## src/logic/idp_pkg.sv

```systemverilog
// Function
// RULE1: Software waits for running system clock first.
// RULE2: Software sets RAM test mode before access.
// RULE3: Data port is for test use only.
// RULE4: Test mode bit drives all RAMs' test mode.
// RULE5: Ready bit 31 reads 0 busy, 1 idle.
// RULE6: Read ready only after data registers load.
// RULE7: Register writes while busy are discarded.
// RULE8: Done bit 30 sets on success, write-clears.
// RULE9: Response ID echoes the issued command tag.
// RULE10: Response status returns the target's response.
// RULE11: Target select routes DDR2, descriptors, PHY, display.
// RULE12: Auto increment adds transaction size after completion.
// RULE13: Any command write starts; bit 0 direction.
// RULE14: Software loads address and data before command.
// RULE15: Byte enables qualify written bytes.
// RULE16: Address bits 25:0 give the target address.
// RULE17: Low word carries data bits 31:0.
// RULE18: Software checks ready before taking read data.
// RULE19: High word carries data bits 63:32.
// RULE20: Ready clears at start, sets on response.
package idp_pkg;
  localparam int ADDR_W = 16;
  localparam logic [15:0] OFS_SEL = 16'h8000;
  localparam logic [15:0] OFS_CMD = 16'h8004;
  localparam logic [15:0] OFS_ADDR = 16'h8008;
  localparam logic [15:0] OFS_LOW = 16'h800c;
  localparam logic [15:0] OFS_HIGH = 16'h8010;
  localparam int SEL_READY_BIT = 31;
  localparam int SEL_DONE_BIT = 30;
  localparam int SEL_ID_LSB = 20;
  localparam int SEL_RESP_LSB = 16;
  localparam int SEL_TGT_LSB = 4;
  localparam int SEL_AINC_BIT = 1;
  localparam int SEL_TEST_BIT = 0;
  localparam int CMD_BE_LSB = 8;
  localparam int CMD_TAG_LSB = 4;
  localparam int CMD_DIR_BIT = 0;
  localparam logic [5:0] TGT_DDR2 = 6'h00;
  localparam logic [5:0] TGT_DESC = 6'h12;
  localparam logic [5:0] TGT_PHY = 6'h29;
  localparam logic [5:0] TGT_DISP = 6'h2a;
  localparam logic [1:0] RESP_OKAY = 2'h0;
  localparam logic [1:0] RESP_EXOKAY = 2'h1;
  localparam logic [1:0] RESP_SLVERR = 2'h2;
  localparam logic [1:0] RESP_DECERR = 2'h3;
  localparam logic [25:0] INC_DDR2 = 26'h0000008;
  localparam logic [25:0] INC_CSR = 26'h0000004;
  localparam logic [25:0] RST_ADDR = 26'h0000000;
  localparam logic [31:0] RST_WORD = 32'h00000000;

  typedef enum logic [3:0] {
    H_IDLE, H_SEL, H_ADDR, H_LOW, H_HIGH, H_CMD, H_POLL, H_PWAIT,
    H_RLOW, H_RHIGH, H_RLAST, H_FIN
  } idp_hstate_t;

  typedef struct packed {
    logic busy;
    logic tgt_valid;
    logic testen;
    logic ainc;
    logic [5:0] rsel;
    logic done;
    logic [3:0] rid;
    logic [1:0] resp;
    logic [8:0] be;
    logic [3:0] tag;
    logic dir;
    logic [25:0] addr;
    logic [31:0] low;
    logic [31:0] high;
    logic [31:0] rdata;
  } idp_dev_t;

  typedef struct packed {
    idp_hstate_t st;
    logic [2:0] sync;
    logic sys_ok;
    logic cmd_ready;
    logic [ADDR_W-1:0] addr;
    logic [31:0] wdata;
    logic wr;
    logic rd;
    logic q_write;
    logic [5:0] q_tgt;
    logic [25:0] q_addr;
    logic [63:0] q_data;
    logic [8:0] q_be;
    logic [3:0] q_tag;
    logic q_ainc;
    logic ans_valid;
    logic ans_done;
    logic [63:0] ans_data;
    logic [1:0] ans_resp;
    logic [3:0] ans_id;
  } idp_host_t;

  function automatic logic tgt_known(input logic [5:0] t);
    return (t == TGT_DDR2) || (t == TGT_DESC) || (t == TGT_PHY) || (t == TGT_DISP);
  endfunction

  function automatic logic resp_good(input logic [1:0] r);
    return (r == RESP_OKAY) || (r == RESP_EXOKAY);
  endfunction
endpackage

```

## src/logic/idp_if.sv

```systemverilog
interface idp_if;
  import idp_pkg::*;
  logic [ADDR_W-1:0] addr;
  logic [31:0] wdata;
  logic wr;
  logic rd;
  logic [31:0] rdata;

  modport dev (input addr, input wdata, input wr, input rd, output rdata);
  modport host (output addr, output wdata, output wr, output rd, input rdata);
endinterface

```

## src/logic/idp_driver.sv

```systemverilog
// The plain strobed port is this design's own decision.
module idp_driver
  import idp_pkg::*;
(
  // Clock and reset
  input wire logic clk,
  input wire logic rst,

  // System clock status pin
  input wire logic sys_ready,

  // Register port towards the engine
  idp_if.host sw,

  // Command request
  input wire logic cmd_valid,
  input wire logic cmd_write,
  input wire logic [5:0] cmd_target,
  input wire logic [25:0] cmd_addr,
  input wire logic [63:0] cmd_data,
  input wire logic [8:0] cmd_be,
  input wire logic [3:0] cmd_tag,
  input wire logic cmd_ainc,
  output logic cmd_ready,

  // Answer
  output logic ans_valid,
  output logic ans_done,
  output logic [63:0] ans_data,
  output logic [1:0] ans_resp,
  output logic [3:0] ans_id
);

  idp_host_t h_r;
  idp_host_t h_nxt;

  assign sw.addr = h_r.addr;
  assign sw.wdata = h_r.wdata;
  assign sw.wr = h_r.wr;
  assign sw.rd = h_r.rd;
  assign cmd_ready = h_r.cmd_ready;
  assign ans_valid = h_r.ans_valid;
  assign ans_done = h_r.ans_done;
  assign ans_data = h_r.ans_data;
  assign ans_resp = h_r.ans_resp;
  assign ans_id = h_r.ans_id;

  function automatic logic [31:0] sel_value(input idp_host_t h, input logic clr);
    logic [31:0] w;
    w = '0;
    w[SEL_TEST_BIT] = 1'b1; // see RULE2 RULE3
    w[SEL_AINC_BIT] = h.q_ainc;
    w[SEL_TGT_LSB +: 6] = h.q_tgt;
    w[SEL_DONE_BIT] = clr;
    return w;
  endfunction

  always_comb begin
    h_nxt = h_r;
    h_nxt.wr = 1'b0;
    h_nxt.rd = 1'b0;
    h_nxt.ans_valid = 1'b0;
    h_nxt.sync = {h_r.sync[1:0], sys_ready};
    if (h_r.sync[2] == h_r.sync[1]) begin
      h_nxt.sys_ok = h_r.sync[2];
    end
    case (h_r.st)
      H_IDLE: begin
        // Test access only; nothing moves until the system clock runs.
        if (cmd_valid && h_r.cmd_ready) begin // see RULE1
          h_nxt.q_write = cmd_write;
          h_nxt.q_tgt = cmd_target;
          h_nxt.q_addr = cmd_addr;
          h_nxt.q_data = cmd_data;
          h_nxt.q_be = cmd_be;
          h_nxt.q_tag = cmd_tag;
          h_nxt.q_ainc = cmd_ainc;
          h_nxt.st = H_SEL;
        end
      end
      H_SEL: begin
        h_nxt.wr = 1'b1;
        h_nxt.addr = OFS_SEL;
        h_nxt.wdata = sel_value(h_r, 1'b0); // see RULE2
        h_nxt.st = H_ADDR;
      end
      H_ADDR: begin
        h_nxt.wr = 1'b1;
        h_nxt.addr = OFS_ADDR;
        h_nxt.wdata = {6'h00, h_r.q_addr}; // see RULE14
        h_nxt.st = H_LOW;
      end
      H_LOW: begin
        h_nxt.wr = 1'b1;
        h_nxt.addr = OFS_LOW;
        h_nxt.wdata = h_r.q_data[31:0]; // see RULE14
        h_nxt.st = H_HIGH;
      end
      H_HIGH: begin
        h_nxt.wr = 1'b1;
        h_nxt.addr = OFS_HIGH;
        h_nxt.wdata = h_r.q_data[63:32]; // see RULE19
        h_nxt.st = H_CMD;
      end
      H_CMD: begin
        h_nxt.wr = 1'b1;
        h_nxt.addr = OFS_CMD;
        h_nxt.wdata = {15'h0000, h_r.q_be, h_r.q_tag, 3'h0, h_r.q_write}; // see RULE13
        h_nxt.st = H_POLL;
      end
      H_POLL: begin
        h_nxt.rd = 1'b1;
        h_nxt.addr = OFS_SEL;
        h_nxt.st = H_PWAIT;
      end
      H_PWAIT: begin
        // Status stands only in the cycle after the strobe, so let the strobe pass first.
        if (h_r.rd) begin
          h_nxt.st = H_PWAIT;
        end else if (sw.rdata[SEL_READY_BIT]) begin // see RULE18
          h_nxt.ans_done = sw.rdata[SEL_DONE_BIT];
          h_nxt.ans_resp = sw.rdata[SEL_RESP_LSB +: 2];
          h_nxt.ans_id = sw.rdata[SEL_ID_LSB +: 4];
          h_nxt.st = h_r.q_write ? H_FIN : H_RLOW;
        end else begin
          h_nxt.st = H_POLL;
        end
      end
      H_RLOW: begin
        h_nxt.rd = 1'b1;
        h_nxt.addr = OFS_LOW;
        h_nxt.st = H_RHIGH;
      end
      H_RHIGH: begin
        h_nxt.rd = 1'b1;
        h_nxt.addr = OFS_HIGH;
        h_nxt.st = H_RLAST;
      end
      H_RLAST: begin
        h_nxt.ans_data[31:0] = sw.rdata;
        h_nxt.st = H_FIN;
      end
      H_FIN: begin
        if (!h_r.q_write) begin
          h_nxt.ans_data[63:32] = sw.rdata;
        end
        h_nxt.wr = 1'b1;
        h_nxt.addr = OFS_SEL;
        h_nxt.wdata = sel_value(h_r, 1'b1); // see RULE8
        h_nxt.ans_valid = 1'b1;
        h_nxt.st = H_IDLE;
      end
      default: begin
        h_nxt.st = H_IDLE;
      end
    endcase
    h_nxt.cmd_ready = (h_nxt.st == H_IDLE) && h_nxt.sys_ok && !(cmd_valid && h_r.cmd_ready);
  end

  always_ff @(posedge clk) begin
    if (rst) begin
      h_r <= '0;
    end else begin
      h_r <= h_nxt;
    end
  end

endmodule // idp_driver

```

## src/flat_wrapper.sv

```systemverilog
// flat-port wrapper written by rule: the top's interface ports become plain ports
module idp_driver_flat import idp_pkg::*;
  (clk, rst, sys_ready, cmd_valid, cmd_write, cmd_target, cmd_addr, cmd_data, cmd_be, cmd_tag, cmd_ainc, cmd_ready, ans_valid, ans_done, ans_data, ans_resp, ans_id, sw_addr, sw_wdata, sw_wr, sw_rd, sw_rdata);
  idp_if sw_i ();
  input wire logic clk;
  input wire logic rst;
  input wire logic sys_ready;
  input wire logic cmd_valid;
  input wire logic cmd_write;
  input wire logic [5:0] cmd_target;
  input wire logic [25:0] cmd_addr;
  input wire logic [63:0] cmd_data;
  input wire logic [8:0] cmd_be;
  input wire logic [3:0] cmd_tag;
  input wire logic cmd_ainc;
  output logic cmd_ready;
  output logic ans_valid;
  output logic ans_done;
  output logic [63:0] ans_data;
  output logic [1:0] ans_resp;
  output logic [3:0] ans_id;
  output wire logic [$bits(sw_i.addr)-1:0] sw_addr;
  output wire logic [$bits(sw_i.wdata)-1:0] sw_wdata;
  output wire logic [$bits(sw_i.wr)-1:0] sw_wr;
  output wire logic [$bits(sw_i.rd)-1:0] sw_rd;
  input wire logic [$bits(sw_i.rdata)-1:0] sw_rdata;
  assign sw_addr = sw_i.addr;
  assign sw_wdata = sw_i.wdata;
  assign sw_wr = sw_i.wr;
  assign sw_rd = sw_i.rd;
  assign sw_i.rdata = sw_rdata;
  idp_driver u_core (.clk(clk), .rst(rst), .sys_ready(sys_ready), .sw(sw_i), .cmd_valid(cmd_valid), .cmd_write(cmd_write), .cmd_target(cmd_target), .cmd_addr(cmd_addr), .cmd_data(cmd_data), .cmd_be(cmd_be), .cmd_tag(cmd_tag), .cmd_ainc(cmd_ainc), .cmd_ready(cmd_ready), .ans_valid(ans_valid), .ans_done(ans_done), .ans_data(ans_data), .ans_resp(ans_resp), .ans_id(ans_id));
endmodule
```

## config.mk

```make
export PLATFORM = sky130hd
export DESIGN_NAME = idp_driver_flat
export DESIGN_NICKNAME = d
export VERILOG_FILES = /design/src/logic/idp_pkg.sv /design/src/logic/idp_if.sv /design/src/logic/idp_driver.sv /design/src/flat_wrapper.sv
export SDC_FILE = /design/constraint.sdc
export NUM_CORES = 1
export LEC_CHECK = 0
export ABC_AREA = 1
export BUFFER_PORTS_ARGS = -buffer_cell sky130_fd_sc_hd__buf_4
export CAP_MARGIN = 20
export CORE_AREA = 2 2 135 137
export CTS_BUF_LIST = sky130_fd_sc_hd__clkbuf_8 sky130_fd_sc_hd__clkbuf_16
export DETAILED_ROUTE_END_ITERATION = 8
export DIE_AREA = 0 0 137 139
export GPL_TIMING_DRIVEN = 0
export MAX_ROUTING_LAYER = met4
export PLACE_DENSITY_LB_ADDON = 0.1
export SLEW_MARGIN = 30
export SYNTH_ARGS = -nofsm -noshare
export SYNTH_HDL_FRONTEND = slang
export SYNTH_SLANG_ARGS = --single-unit
```

## constraint.sdc

```tcl
create_clock -name clk -period 3.85 [get_ports clk]
set_input_delay 0.77 -clock clk [delete_from_list [all_inputs] [get_ports clk]]
set_output_delay 0.77 -clock clk [all_outputs]
set_load 0.01 [all_outputs]
```

# Word-level counts from Yosys, hierarchy flattened
# Cells that the tools add are included.
[word_totals]
regBits = 242
elab_cells = 60
[op_classes]
n_eq_ne = 12
n_mux = 10
bitwise_logic = 2
reduce_logical = 15
[ops]
columns = ["cell", "n"]
rows = [
  ["$pmux 33 s6", 1],
  ["$pmux 16 s5", 1],
  ["$pmux 4 s11", 1],
  ["$eq 4x3->1 const B", 4],
  ["$eq 4x4->1 const B", 4],
  ["$mux 4", 3],
  ["$eq 4x2->1 const B", 2],
  ["$logic_not 4->1", 2],
  ["$reduce_bool 6->1", 1],
  ["$reduce_or 3->1", 2],
  ["$reduce_bool 5->1", 1],
  ["$eq 4x1->1 const B", 1],
  ["$reduce_and 2->1", 2],
  ["$reduce_or 2->1", 2],
  ["$logic_and 1x1->1", 3],
  ["$mux 1", 3],
  ["$reduce_and 3->1", 1],
  ["$mux 2", 1],
  ["$not 1->1", 2],
  ["$eq 1x1->1", 1],
  ["$logic_not 1->1", 1],
]

# Depth between registers and ports, before layout
[logic_depth]
ltp_word = 7
mapped_depth = 11
ltp_nobuf = 10

# Worst setup path after synthesis
# No wires, ideal clock.
[synth_path]
path_type = "in2reg"
start = "in cmd_valid"
end = "reg u_core.h_r[104] (netlist bit)"
setup_time_ps = 116
arrival_ps = 1501
setup_slack_ps = 2233
cell_stages = 7
path_buffers = 2
path_cell_list = "nand2_1 -> nor2_4 -> inv_2 -> buf_4 -> buf_2 -> o21ai_1 -> a21oi_1"
[synth_via]
elab_chain_len = 2
[synth_rtl]
columns = ["item", "line", "source"]
rows = [
  ["start, declared", "flat_wrapper.sv:8", "input wire logic cmd_valid;"],
  ["$logic_and 1x1->1", "idp_driver.sv:70", "if (cmd_valid && h_r.cmd_ready) begin"],
  ["$reduce_and 2->1 (no line)", "--", ""],
  ["end signal, assigned", "idp_driver.sv:164", "h_r <= h_nxt;"],
  ["end, declared", "idp_driver.sv:34", "idp_host_t h_r;"],
]
# No other way between the ends.
# A chain may end at the register's enable or synchronous reset.

==> impl_metrics.csv <==
group,metric,value,unit
routing,wl_per_cell,15.7,um
logic_synthesis,synthTopCellsByArea,"dfxtp_1, nor2_1, buf_4",
timing,slew_violations,0,
clock_network,htreeDepth,1,
power,power_frac_comb,4.8,%
global_route,top_usage_layer,"met2",
global_route,track_usage,29.9,%
timing,tns,0,ps
global_route,first_global_vias,8536,
power,clkPwrFrac,45.8,%
finish,fillers,1486,
logic_synthesis,synth-seq-area-share,47.5,%
logic_synthesis,synth.avg_cell_area,7.53,um^2
clock_network,cts_made_buffers,24,
global_route,met2_usage,48.5,%
global_route,grt_overflow,0,
timing,rsz0062_at_grt,"no",
clock_network,cts_root_buf,"clkbuf_16",
finish,fin_nets,1729,
global_route,grt_pass1_wl,43800,um
timing,max_freq,473,MHz
clock_network,cts_sinks,230,
timing,final.min_clock_period,2110,ps
logic_synthesis,synth_cell_types,27,
flow_run,max_cap_violations,0,
clock_network,cts.clk_slew.worst_paths,60,ps
timing,fin_crit_sh,54.9,%
placed_design,gp_congestion,0.946,
power,peakVddDrop,0.312,mV
power,leakage,5.90,nW
logic_synthesis,synth_top_area_cell,"dfxtp_1",
clock_network,ctsResizeCount,0,
clock_network,cts_setup_buffers,0,
setup_path,crit_chain,"buf_4, clkinv_1, clkbuf_1, clkbuf_1, o21ai_0, nor2_1",
finish,area_growth,31.0,%
floorplanning,dieArea,19000,um^2
routing,vias,9342,
timing,setup_violations,0,
finish,drive_gt1_share,30.0,%
setup_path,crit_type,"input port to flip-flop",
setup_path,critPathMaxStageDelay,600,ps
setup_path,cp.arrival,2550,ps
floorplanning,top_level_ports,270,
global_route,antenna_found_initial,0,
placed_design,post-place-cells,1785,
finish,mostFrequentLayoutCells,"buf_4, nor2_1, dfxtp_1",
routing,drtAntennaViolNets,0,
power,p_sw_share,21.6,%
floorplanning,die_x,137,um
setup_path,required,4290,ps
placed_design,port_buffers,257,
setup_path,end_kind,"flip-flop",
global_route,grt_max_degree,14,
clock_network,cts_tree,"done",
hold_path,hold_path_class,"flip-flop to flip-flop",
timing,skew,12.9,ps
timing,hold_viol,0,
setup_path,crit_path_top_delay_cell,"clkbuf_1",
routing,drc,0,
setup_path,crit_top_cell,"clkbuf_1",
floorplanning,initial_core_util,54.9,%
routing,drt-initial-drc-count,594,
clock_network,insertion_delay,510,ps
power,power.switching,1.05,mW
floorplanning,rows,49,
logic_synthesis,yosysTopAreaCellShare,47.5,%
power,p_per_area,380,nW/um^2
setup_path,path_max_fanout,10,
setup_path,start_kind,"input port",
logic_synthesis,syn_area,9690,um^2
global_route,gr-usage-met1,38.2,%
routing,finalWirelength,28700,um
status,status,"completed",
clock_network,cts.path.max_buffers,3,
routing,viasPerCell,5.12,
floorplanning,core_area,17700,um^2
timing,timing.slew.headroom,47.5,%
logic_synthesis,ys_seq_elements,230,
finish,diodes,0,
clock_network,cts_hold_buf,0,
placed_design,dp_hpwl,21200,um
routing,drt_first_pass_iters,5,
global_route,grt_util_met3,4.28,%
logic_synthesis,yosysWarnings,0,
timing,max_slew.worst_pin.slew,788,ps
finish,layout_commonest_cell,"buf_4",
timing,holdWs,403,ps
logic_synthesis,syn_inst,1288,
power,pwr-share-seq,49.4,%
power,internal_power,3.78,mW
finish,layoutNonFillerInstCount,1826,
floorplanning,fp.dieH,139,um
## final cells by class
cell class              instances  area [um^2]  area share (%)
flip-flops and latches        230         4600            36.2
clock buffers                  27          653            5.14
plain buffers                 193         1290            10.2
clock inverters                14         98.8           0.778
well taps                     229          287            2.26
inverters                      68          263            2.07
multi-input cells             808         3570            28.1
repair buffers                257         1930            15.2
## synth_stat cells
library cell / number
buf_1: 1
clkbuf_1: 32
nor2_4: 5
o22ai_1: 10
nor2_2: 4
buf_4: 122
nor2_1: 273
dfxtp_1: 230
nand2_2: 7
a21oi_1: 113
o21ai_1: 40
nand2_4: 2
buf_6: 10
o21ai_0: 141
nand4_1: 7
conb_1: 1
inv_4: 1
buf_2: 27
clkbuf_2: 1
inv_6: 1
clkinv_1: 2
nand3_1: 36
nand2_1: 156
inv_1: 57
o21bai_1: 1
a31oi_1: 1
inv_2: 7
## through the flow
| step | instance area (um^2) | utilization (%) | power, mW | setup slack [ps] |
|---|---|---|---|---|
| 6_report | 12700 | 71.9 | 4.83 | 1740 |
| 3_3_place_gp | 12000 | 67.7 | 2.67 | 1280 |
| 2_1_floorplan | 9730 | - | 2.51 | 2230 |
| 3_5_place_dp | 12000 | 67.7 | 2.67 | 1290 |
| 4_1_cts | 12700 | 71.9 | 4.84 | 1810 |
| 5_1_grt | 12700 | 71.9 | 4.97 | 1640 |
## sequential cells by signal (all words and copies together) (netlist names)
register / cells
u_core.h_r: 117
u_core.ans_data: 64
u_core.sw.wdata: 32
u_core.ans_id: 4
u_core.sw.addr: 4
u_core.ans_resp: 2
u_core.h_nxt: 2
u_core.ans_done: 1
u_core.ans_valid: 1
u_core.cmd_ready: 1
u_core.sw.rd: 1
u_core.sw.wr: 1
## worst max-delay path, delay by kind of cell
| family | cells | cell delay [ps] |
|---|---|---|
| AOI/OAI and AO/OA | 1 | 240 |
| and+or+nand+nor | 1 | 130 |
| buffers and inverters | 4 | 1420 |
## kinds of logic (layout without fill, tap and decap cells)
| kind of cell | count (synthesis) | count (layout) | share of synthesized area [%] |
|---|---|---|---|
| buffers and inverters | 261 | 559 | 16.0 |
| DFF | 230 | 230 | 47.5 |
| AOI/OAI and AO/OA | 306 | 306 | 16.0 |
| and+or+nand+nor | 490 | 490 | 20.4 |
| other | 1 | 12 | 0.0387 |
## power by group through the flow
stage	Clock, mW	Combinational (mW)	Sequential, mW
3_5_place_dp	0	0.227	2.44
6_report	2.21	0.230	2.39
3_3_place_gp	0	0.226	2.44
5_1_grt	2.33	0.247	2.39
2_1_floorplan	0	0.0668	2.44
4_1_cts	2.22	0.228	2.39
## path summary, 6_finish.rpt
kind,start,endpoint,slack (ps),cells past startpoint
setup reg to reg,u_core.h_r[241],u_core.ans_data[17],1980,5
hold reg to reg,u_core.h_nxt[236],u_core.h_nxt[237],400,2
hold / removal,u_core.h_nxt[236],u_core.h_nxt[237],400,2
setup / recovery,rst,u_core.ans_done,1740,6
## metal layers
layer	up-vias	share of wire, %
li1	4600	-
met1	4240	41
met2	434	47
met3	68	8.7
met4	0	3.2
met5	-	0
Note: power is estimated with default switching activity, not from simulation.
